**src/hdl/acs_pkg.sv**
```systemverilog
package acs_pkg;

  localparam int          ACS_DATA_W      = 32;
  localparam int          ACS_RES_W       = 10;
  localparam int          ACS_BUF_DEPTH   = 16;
  localparam int          ACS_CH_W        = 5;
  localparam int          ACS_NUM_CH      = 28;

  // Register byte addresses
  localparam logic [11:0] ACS_CTRL_ADDR   = 12'h000;
  localparam logic [11:0] ACS_CFG_ADDR    = 12'h004;
  localparam logic [11:0] ACS_SCAN_ADDR   = 12'h008;
  localparam logic [11:0] ACS_STAT_ADDR   = 12'h00c;
  localparam logic [11:0] ACS_BUF_ADDR    = 12'h040;
  localparam logic [11:0] ACS_BUF_MASK    = 12'hfc0;

  // Control register fields
  localparam int          CTL_DONE        = 0;
  localparam int          CTL_SAMPLE_ENABLE        = 1;
  localparam int          CTL_AUTO_SAMPLE_START        = 2;
  localparam int          CTL_STOP        = 4;
  localparam int          CTL_TRIG_LO     = 5;
  localparam int          CTL_ON          = 15;

  // Config register fields
  localparam int          CFG_CH_LO       = 0;
  localparam int          CFG_SCAN        = 8;
  localparam int          CFG_SMPI_LO     = 12;
  localparam int          CFG_SAMC_LO     = 16;

  localparam logic [2:0]  TRIG_MANUAL     = 3'h0;
  localparam logic [2:0]  TRIG_EXT        = 3'h1;
  localparam logic [2:0]  TRIG_AUTO       = 3'h7;

  localparam logic [7:0]  SAMC_RESET      = 8'h02;
  localparam logic [4:0]  SAR_BITS        = 5'h0a;

  // Least sample-plus-convert time for 1 Msps
  localparam int          MIN_PERIOD_NS   = 1000;
  localparam int          CLK_PERIOD_NS   = 100;
  localparam int          MIN_PERIOD_CYC  = MIN_PERIOD_NS / CLK_PERIOD_NS;

  typedef enum logic [3:0] {
    ACS_IDLE   = 4'b0001,
    ACS_SAMPLE = 4'b0010,
    ACS_CONV   = 4'b0100,
    ACS_STORE  = 4'b1000
  } acs_state_t;

  typedef struct packed {
    logic [ACS_CH_W-1:0] channel;
    logic                sampling;
    logic                converting;
  } acs_ana_ctl_t;

endpackage : acs_pkg

```
**src/hdl/acs_sar.sv**
```systemverilog
`timescale 1ns/100ps
module acs_sar
  import acs_pkg::*;
#(
  parameter int RES_W = ACS_RES_W
) (
  input  wire logic             pclk,
  input  wire logic             presetn,
  input  wire logic             start,
  input  wire logic             abort,
  input  wire logic             comp_in,
  output logic [RES_W-1:0]      trial,
  output logic [RES_W-1:0]      result,
  output logic                  busy,
  output logic                  done
);

  logic [RES_W-1:0] sar_reg,  sar_next;
  logic [RES_W-1:0] bit_reg,  bit_next;
  logic             busy_reg, busy_next;
  logic             done_reg, done_next;

  assign trial  = sar_reg | bit_reg;
  assign result = sar_reg;
  assign busy   = busy_reg;
  assign done   = done_reg;

  // One bit per cycle, MSB first; comparator high keeps the trial bit
  always_comb begin
    sar_next  = sar_reg;
    bit_next  = bit_reg;
    busy_next = busy_reg;
    done_next = 1'b0;
    if (abort) begin
      busy_next = 1'b0;
      bit_next  = '0;
    end else if (start) begin
      sar_next  = '0;
      bit_next  = {1'b1, {(RES_W-1){1'b0}}};
      busy_next = 1'b1;
    end else if (busy_reg) begin
      if (comp_in) begin
        sar_next = sar_reg | bit_reg;
      end
      bit_next = bit_reg >> 1;
      if (bit_reg[0]) begin
        busy_next = 1'b0;
        done_next = 1'b1;
      end
    end
  end

  always_ff @(posedge pclk or negedge presetn) begin
    if (!presetn) begin
      sar_reg  <= '0;
      bit_reg  <= '0;
      busy_reg <= 1'b0;
      done_reg <= 1'b0;
    end else begin
      sar_reg  <= sar_next;
      bit_reg  <= bit_next;
      busy_reg <= busy_next;
      done_reg <= done_next;
    end
  end

endmodule : acs_sar

```
**src/hdl/acs_seq.sv**
```systemverilog
// How it works
// stop bit halts at first irq, clears auto
// stop bit clear: keep converting, overwrite buffer
// auto bit restarts sampling after each conversion
// auto clear: software write one starts sampling
// manual trigger: writing zero starts conversion
// other triggers: hardware clears sample bit
// sample bit reads one while acquiring
// done bit set when conversion completes
// software clears done only, never sets
// done clear leaves operation undisturbed
// done cleared when new conversion begins
// control bit three reads zero
// software avoids access right after disable
// sixteen word result buffer, selectable fill
// ten-bit successive approximation result
// channel select covers twenty-eight inputs
// software selects conversion trigger source
// sequencer runs regardless of cpu sleep
// throughput up to one million samples/second; code takes at least 13 clocks per sample, 1.3 us at 100 ns
// scan bits include or skip inputs
// results stored in order, irq after count
// disable aborts, keeps buffered results
//
// Implementation choices: register access over APB and the register addresses.
`timescale 1ns/100ps
module acs_seq
  import acs_pkg::*;
#(
  parameter int BUF_DEPTH = ACS_BUF_DEPTH,
  parameter int NUM_CH    = ACS_NUM_CH
) (
  input  wire logic                   pclk,
  input  wire logic                   presetn,
  input  wire logic                   psel,
  input  wire logic                   penable,
  input  wire logic                   pwrite,
  input  wire logic [11:0]            paddr,
  input  wire logic [ACS_DATA_W-1:0]  pwdata,
  output logic      [ACS_DATA_W-1:0]  prdata,
  output logic                        pready,
  output logic                        pslverr,
  input  wire logic                   ext_trigger,
  input  wire logic                   timer_trigger,
  input  wire logic                   comp_in,
  output acs_pkg::acs_ana_ctl_t       ana_ctl,
  output logic      [ACS_RES_W-1:0]   dac_code,
  output logic                        conv_irq
);
  import acs_pkg::*;

  localparam int IDX_W = $clog2(BUF_DEPTH);
  localparam int MIN_SAMC = (MIN_PERIOD_CYC > ACS_RES_W + 2) ? MIN_PERIOD_CYC - ACS_RES_W - 2 : 0;

  ////////////////////////////////////////////////////////////////////////
  // State
  acs_state_t             st_reg,    st_next;
  logic                   on_reg,    on_next;
  logic                   auto_sample_start_reg,  auto_sample_start_next;
  logic                   stop_reg,  stop_next;
  logic [2:0]             trig_reg,  trig_next;
  logic                   done_reg,  done_next;
  logic [ACS_CH_W-1:0]    chsel_reg, chsel_next;
  logic                   scan_reg,  scan_next;
  logic [3:0]             smpi_reg,  smpi_next;
  logic [7:0]             samc_reg,  samc_next;
  logic [31:0]            scan_input_select_reg,  scan_input_select_next;
  logic [ACS_CH_W-1:0]    ch_reg,    ch_next;
  logic [IDX_W-1:0]       wptr_reg,  wptr_next;
  logic [3:0]             cnt_reg,   cnt_next;
  logic [7:0]             stim_reg,  stim_next;
  logic                   irq_reg,   irq_next;
  logic                   ovw_reg,   ovw_next;
  logic [ACS_DATA_W-1:0]  rd_reg,    rd_next;
  logic [ACS_RES_W-1:0]   buf_mem [BUF_DEPTH];

  logic                   wr_acc, rd_acc;
  logic                   sar_start, sar_abort, sar_busy, sar_done;
  logic [ACS_RES_W-1:0]   sar_result;
  logic                   trig_hit;
  logic [ACS_CH_W-1:0]    scan_nxt_ch;
  logic [ACS_DATA_W-1:0]  ctrl_rd;

  assign wr_acc  = psel && penable && pwrite;
  assign rd_acc  = psel && !penable && !pwrite;
  assign pready  = 1'b1;
  assign pslverr = 1'b0;
  assign prdata  = rd_reg;
  assign conv_irq = irq_reg;

  assign ana_ctl.channel    = ch_reg;
  assign ana_ctl.sampling   = (st_reg == ACS_SAMPLE);
  assign ana_ctl.converting = sar_busy;

  ////////////////////////////////////////////////////////////////////////
  // Converter core
  acs_sar #(.RES_W(ACS_RES_W)) u_sar (
    .pclk    (pclk),
    .presetn (presetn),
    .start   (sar_start),
    .abort   (sar_abort),
    .comp_in (comp_in),
    .trial   (dac_code),
    .result  (sar_result),
    .busy    (sar_busy),
    .done    (sar_done)
  );

  // Next enabled scan input above the current one, wrapping to the lowest
  always_comb begin
    scan_nxt_ch = ch_reg;
    for (int i = NUM_CH - 1; i >= 0; i--) begin
      if (scan_input_select_reg[i]) begin
        scan_nxt_ch = ACS_CH_W'(i);
      end
    end
    for (int i = NUM_CH - 1; i >= 0; i--) begin
      if (scan_input_select_reg[i] && (ACS_CH_W'(i) > ch_reg)) begin
        scan_nxt_ch = ACS_CH_W'(i);
      end
    end
  end


  always_comb begin
    case (trig_reg)
      TRIG_EXT:  trig_hit = ext_trigger;
      TRIG_AUTO: trig_hit = (stim_reg == 8'h00);
      default:   trig_hit = timer_trigger && (trig_reg != TRIG_MANUAL);
    endcase
  end

  always_comb begin
    ctrl_rd              = '0;
    ctrl_rd[CTL_DONE]    = done_reg;
    ctrl_rd[CTL_SAMPLE_ENABLE]    = (st_reg == ACS_SAMPLE);
    ctrl_rd[CTL_AUTO_SAMPLE_START]    = auto_sample_start_reg;
    ctrl_rd[CTL_STOP]    = stop_reg;
    ctrl_rd[CTL_TRIG_LO +: 3] = trig_reg;
    ctrl_rd[CTL_ON]      = on_reg;
  end

  ////////////////////////////////////////////////////////////////////////
  // Sequencer and register file
  always_comb begin
    st_next    = st_reg;
    on_next    = on_reg;
    auto_sample_start_next  = auto_sample_start_reg;
    stop_next  = stop_reg;
    trig_next  = trig_reg;
    done_next  = done_reg;
    chsel_next = chsel_reg;
    scan_next  = scan_reg;
    smpi_next  = smpi_reg;
    samc_next  = samc_reg;
    scan_input_select_next  = scan_input_select_reg;
    ch_next    = ch_reg;
    wptr_next  = wptr_reg;
    cnt_next   = cnt_reg;
    stim_next  = (stim_reg != 8'h00) ? stim_reg - 8'h01 : stim_reg;
    irq_next   = 1'b0;
    ovw_next   = ovw_reg;
    rd_next    = rd_reg;
    sar_start  = 1'b0;
    sar_abort  = 1'b0;

    if (rd_acc) begin
      if (paddr == ACS_CTRL_ADDR) begin
        rd_next = ctrl_rd;
      end else if (paddr == ACS_CFG_ADDR) begin
        rd_next = {8'h00, samc_reg, smpi_reg, 3'h0, scan_reg, 3'h0, chsel_reg};
      end else if (paddr == ACS_SCAN_ADDR) begin
        rd_next = scan_input_select_reg;
      end else if (paddr == ACS_STAT_ADDR) begin
        rd_next = {16'h0000, 3'h0, ovw_reg, cnt_reg, 3'h0, ch_reg};
      end else if ((paddr & ACS_BUF_MASK) == ACS_BUF_ADDR) begin
        rd_next = {22'h000000, buf_mem[paddr[IDX_W+1:2]]};
      end else begin
        rd_next = '0;
      end
    end

    // Software writes; the sample bit write is acted on in the sequencer below
    if (wr_acc && paddr == ACS_CTRL_ADDR) begin
      on_next   = pwdata[CTL_ON];
      auto_sample_start_next = pwdata[CTL_AUTO_SAMPLE_START];
      stop_next = pwdata[CTL_STOP];
      trig_next = pwdata[CTL_TRIG_LO +: 3];
      if (!pwdata[CTL_DONE]) begin
        done_next = 1'b0;
      end
    end
    if (wr_acc && paddr == ACS_CFG_ADDR) begin
      chsel_next = pwdata[CFG_CH_LO +: ACS_CH_W];
      scan_next  = pwdata[CFG_SCAN];
      smpi_next  = pwdata[CFG_SMPI_LO +: 4];
      samc_next  = pwdata[CFG_SAMC_LO +: 8];
    end
    if (wr_acc && paddr == ACS_SCAN_ADDR) begin
      scan_input_select_next = pwdata;
    end

    case (st_reg)
      ACS_IDLE: begin
        if (on_next) begin
          if (auto_sample_start_reg || (wr_acc && paddr == ACS_CTRL_ADDR && pwdata[CTL_SAMPLE_ENABLE])) begin
            st_next   = ACS_SAMPLE;
            stim_next = samc_reg;
            ch_next   = scan_reg ? (scan_input_select_reg[ch_reg] ? ch_reg : scan_nxt_ch) : chsel_reg;
          end
        end
      end
      ACS_SAMPLE: begin
        if ((trig_reg == TRIG_MANUAL && wr_acc && paddr == ACS_CTRL_ADDR && !pwdata[CTL_SAMPLE_ENABLE])
            || (trig_reg != TRIG_MANUAL && trig_hit)) begin
          st_next   = ACS_CONV;
          sar_start = 1'b1;
          done_next = 1'b0;
        end
      end
      ACS_CONV: begin
        if (sar_done) begin
          st_next = ACS_STORE;
        end
      end
      ACS_STORE: begin
        done_next = 1'b1;
        wptr_next = wptr_reg + IDX_W'(1);
        if (scan_reg) begin
          ch_next = scan_nxt_ch;
        end
        if (cnt_reg == smpi_reg) begin
          cnt_next  = '0;
          irq_next  = 1'b1;
          wptr_next = '0;
          ovw_next  = 1'b1;
          if (stop_reg) begin
            auto_sample_start_next = 1'b0;
            st_next   = ACS_IDLE;
          end else begin
            st_next = ACS_IDLE;
          end
        end else begin
          cnt_next = cnt_reg + 4'h1;
          st_next  = ACS_IDLE;
        end
        if (auto_sample_start_next && on_reg) begin
          st_next   = ACS_SAMPLE;
          stim_next = (samc_reg > 8'(MIN_SAMC)) ? samc_reg : 8'(MIN_SAMC);
        end
      end
      default: st_next = ACS_IDLE;
    endcase


    if (!on_next) begin
      st_next   = ACS_IDLE;
      sar_abort = 1'b1;
      cnt_next  = '0;
      wptr_next = '0;
    end
  end

  always_ff @(posedge pclk or negedge presetn) begin
    if (!presetn) begin
      st_reg    <= ACS_IDLE;
      on_reg    <= 1'b0;
      auto_sample_start_reg  <= 1'b0;
      stop_reg  <= 1'b0;
      trig_reg  <= TRIG_MANUAL;
      done_reg  <= 1'b0;
      chsel_reg <= '0;
      scan_reg  <= 1'b0;
      smpi_reg  <= '0;
      samc_reg  <= SAMC_RESET;
      scan_input_select_reg  <= '0;
      ch_reg    <= '0;
      wptr_reg  <= '0;
      cnt_reg   <= '0;
      stim_reg  <= '0;
      irq_reg   <= 1'b0;
      ovw_reg   <= 1'b0;
      rd_reg    <= '0;
    end else begin
      st_reg    <= st_next;
      on_reg    <= on_next;
      auto_sample_start_reg  <= auto_sample_start_next;
      stop_reg  <= stop_next;
      trig_reg  <= trig_next;
      done_reg  <= done_next;
      chsel_reg <= chsel_next;
      scan_reg  <= scan_next;
      smpi_reg  <= smpi_next;
      samc_reg  <= samc_next;
      scan_input_select_reg  <= scan_input_select_next;
      ch_reg    <= ch_next;
      wptr_reg  <= wptr_next;
      cnt_reg   <= cnt_next;
      stim_reg  <= stim_next;
      irq_reg   <= irq_next;
      ovw_reg   <= ovw_next;
      rd_reg    <= rd_next;
    end
  end

  // Result memory has no reset; disable leaves stored words untouched
  always_ff @(posedge pclk) begin
    if (st_reg == ACS_STORE) begin
      buf_mem[wptr_reg] <= sar_result;
    end
  end

  // no dependency on any cpu power state

endmodule : acs_seq

```
**config.mk**
```make
export PLATFORM = sky130hd
export DESIGN_NAME = acs_seq
export DESIGN_NICKNAME = d
export VERILOG_FILES = /design/src/hdl/acs_pkg.sv /design/src/hdl/acs_sar.sv /design/src/hdl/acs_seq.sv
export SDC_FILE = /design/constraint.sdc
export NUM_CORES = 1
export LEC_CHECK = 0
export BUFFER_PORTS_ARGS = -buffer_cell sky130_fd_sc_hd__clkbuf_2
export CAP_MARGIN = 20
export CORE_MARGIN = 1
export CORE_UTILIZATION = 57
export DETAILED_ROUTE_END_ITERATION = 7
export GPL_TIMING_DRIVEN = 0
export PLACE_DENSITY = 0.74
export SYNTH_ARGS = -nofsm -noshare
export SYNTH_HDL_FRONTEND = slang
export SYNTH_SLANG_ARGS = --single-unit
```
**constraint.sdc**
```tcl
create_clock -name pclk -period 3.75 [get_ports pclk]
set_input_delay 0.375 -clock pclk [delete_from_list [all_inputs] [get_ports pclk]]
set_output_delay 0.375 -clock pclk [all_outputs]
set_load 0.01 [all_outputs]
```
==> results.cfg <==
[run_status]
outcome = complete, no violations

[job]
timing.max_cap.violations = 0

[pwr]
p_per_area_nw_per_um2 = 418
finalPower_mw = 6.72
ir_drop_uv = 674
p_leak_nw = 6.92

[global_routing]
grt_pass1_vias = 9683
grt_antenna_before_repair = 2
grt_usage_pct = 32.3
grt_first_pass_wirelength_mm = 58.6
grt_max_degree = 102
grt-ovfl-total = 0

[synth]
synth_most_common_cell = edfxtp_1
synth-seq-cells = 298
yosysTopAreaCell = edfxtp_1
yosys.area.top_type_share_pct = 34.4
synthMuxAreaShare_pct = 15.2
synth_compound_area_share_pct = 9.84
synthTopCellsByArea = edfxtp_1 (34%), dfrtp_1 (24%), mux4_2 (9.3%), mux2_2 (3.5%), nand2_1 (2.5%)
seq_area_frac_synth_pct = 59.1
yosys.area_share.adder_pct = 0.537
yosysWarnings = 0
yosysUniqueCellTypes = 77
async_flop_share_pct = 46.3
avgSynthCellArea_um2 = 13.0
synth_edf_count = 160
synth_common_cells = edfxtp_1 (160), dfrtp_1 (136), nand2_1 (93)
synthSimpleGateAreaFrac_pct = 11.7
synth_top_family_by_area = multiplexers
syn-instance-count = 1072
yosys_most_used_dff = edfxtp_1
synthXorXnorAreaFrac_pct = 0.564
synth.net_count = 1130
synth.cell_area_um2 = 14000

[place]
port_buffers = 98
place_area_um2 = 15000
dpl.hpwl_mm = 27.8
gp_congestion = 0.952

[worst_setup_path]
critPathSlowestCell = buf_1
start_kind = flop
rr_worst_depth = 10
crit_start = ch_reg[1]$_DFFE_PN0P_
cpPeakStageDelay_ns = 0.48
cp_common_cell = clkbuf_1
cp-end-kind = flop
rrSetupSlack_ns = 0.18
crit_required_ns = 4.24
critical_path.cell_chain = clkbuf_1, clkbuf_1, buf_1, a21boi_0, o21ai_0, o221ai_1, nor4bb_1, o31ai_1, a211o_1, nand2_1
worstSetupPathType = reg -> reg
crit_end = ch_reg[0]$_DFFE_PN0P_
cp_max_fo = 10
reg2reg_to = ch_reg[0]$_DFFE_PN0P_
crit_arrival_ns = 4.05
timing.rr.start = ch_reg[1]$_DFFE_PN0P_

[timing]
setup_viol_count_final = 0
slew_headroom_pct = 22.0
slew_violations = 0
grt_setup_unrepaired = false
period_needed_ns = 3.57
max_freq_mhz = 280
skew_ns = 0.0330
period_share_pct = 95.1
hold_viol_final = 0
tightest_slew_ns = 1.17

[clock_network]
clk_path_buf_depth = 3
cts-root-buf = clkbuf_16
clock_latency_ns = 0.58
clkTransAtPathRegs_ns = 0.06
numCtsBuffers = 30
htreeDepth = 1
cts_tree = yes
cts.sinks = 298
cts_setup_buffers = 0
cts_resized = 0

[final_layout]
drive_gt1_share_pct = 25.2
final_nets = 1274
largest_reg_flops = 160
area_growth_pct = 15.1
finalInstanceArea_um2 = 16100

[floorplan]
rows = 56
dieArea_um2 = 25100
coreArea_um2 = 23800
die_height_um = 159
start_util_pct = 58.8
die_w_um = 159
ios = 104

[detailed_routing]
drtPass1Iterations = 6
num_vias = 10100
drc = 0
wl_met3_mm = 4.39
final_antenna_net_count = 0
wl_per_cell_um = 25.4
met2_length_mm = 18.5
wl_met1_mm = 15.4
viasPerCell = 6.47
drt_iter0_markers = 1156
highest_layer = met4
wl_mm = 39.6

[hold_path]
min_from = pwdata[3]
hp-class = in -> reg
## layer usage
layer  GRT usage (%)  vias up
li1                -     4369
met1            44.4     4995
met2            51.3      627
met3            7.65      106
met4            10.2        0
met5               0        -
## power by group
group | total [mW] | switching, mW | internal [mW]
Clock | 3.03 | 1.25 | 1.77
Combinational | 0.236 | 0.151 | 0.0851
Sequential | 3.46 | 0.0116 | 3.45
## worst min-delay path by stage
stage	cells after the start	slack [ns]	endpoint
6_report	2	0.06	chsel_reg[3]$_DFFE_PN0P_
5_1_grt	2	0.06	samc_reg[2]$_DFFE_PN0P_
4_1_cts	3	0.04	scan_input_select_reg[9]$_DFFE_PN0P_
3_5_place_dp	1	0.31	stim_reg[7]$_DFF_PN0_
3_3_place_gp	2	0.45	prdata[26]$_DFFE_PN0P_
2_1_floorplan	0	0.08	auto_sample_start_reg$_DFF_PN0_
## area by class of cell
cell class | instances | area (um2)
diodes | 2 | 5.00
flip-flops and latches | 298 | 8260
clock inverters | 11 | 159
multi-input cells | 676 | 5330
well taps | 319 | 399
fillers | 1684 | 7670
plain buffers | 73 | 332
clock buffers | 45 | 847
repair buffers | 113 | 663
inverters | 24 | 90.1
## cell families (layout without fill, tap and decap cells)
family | count (synthesis) | count (layout)
AOI/OAI and AO/OA | 199 | 199
adders and majority gates | 6 | 6
buffers and inverters | 98 | 266
muxes | 133 | 133
DFF | 298 | 298
xor gates and xnor gates | 9 | 9
other | 2 | 4
and+or+nand+nor | 327 | 327
## critical path, delay by kind of cell (launching register included)
| kind | cells | cell delay [ns] |
|---|---|---|
| flip-flops | 1 | 0.36 |
| AND/OR/NAND/NOR | 2 | 0.41 |
| buffers and inverters | 3 | 1.42 |
| AO/OA/AOI/OAI | 5 | 1.30 |
## through the flow
| stage | setup WS [ns] | instances | hold WS [ns] | utilization [%] | setup TNS (ns) |
|---|---|---|---|---|---|
| floorplan | 0.810 | 1072 | 0.0794 | - | 0 |
| global placement | -0.246 | 1489 | 0.451 | 62.6 | -6.42 |
| detailed placement | -0.0336 | 1499 | 0.314 | 63.3 | -0.0336 |
| CTS | 0.257 | 1556 | 0.0421 | 67.6 | 0 |
| global route | 0.000437 | 1559 | 0.0580 | 67.7 | 0 |
| finish | 0.183 | 1561 | 0.0551 | 67.7 | 0 |
## cell usage in the layout, fill, tap and decap left out, types with 22 or more instances in the layout
cell | synthesis | routed
edfxtp_1 | 160 | 160
dfrtp_1 | 136 | 136
clkbuf_2 | 0 | 98
nand2_1 | 93 | 93
nor2_1 | 82 | 82
mux4_2 | 58 | 58
clkbuf_1 | 46 | 56
mux2_2 | 43 | 43
o21ai_0 | 42 | 42
a21oi_1 | 41 | 41
clkbuf_16 | 0 | 30
nand3_1 | 24 | 24
inv_1 | 22 | 22
mux2i_1 | 22 | 22
## repair_timing
item                       in CTS  in global routing
hold buffers                    1                  0
setup endpoints to repair       0                  1
hold endpoints to repair       37                  0
No activity file was read; power rests on OpenSTA's default activity.
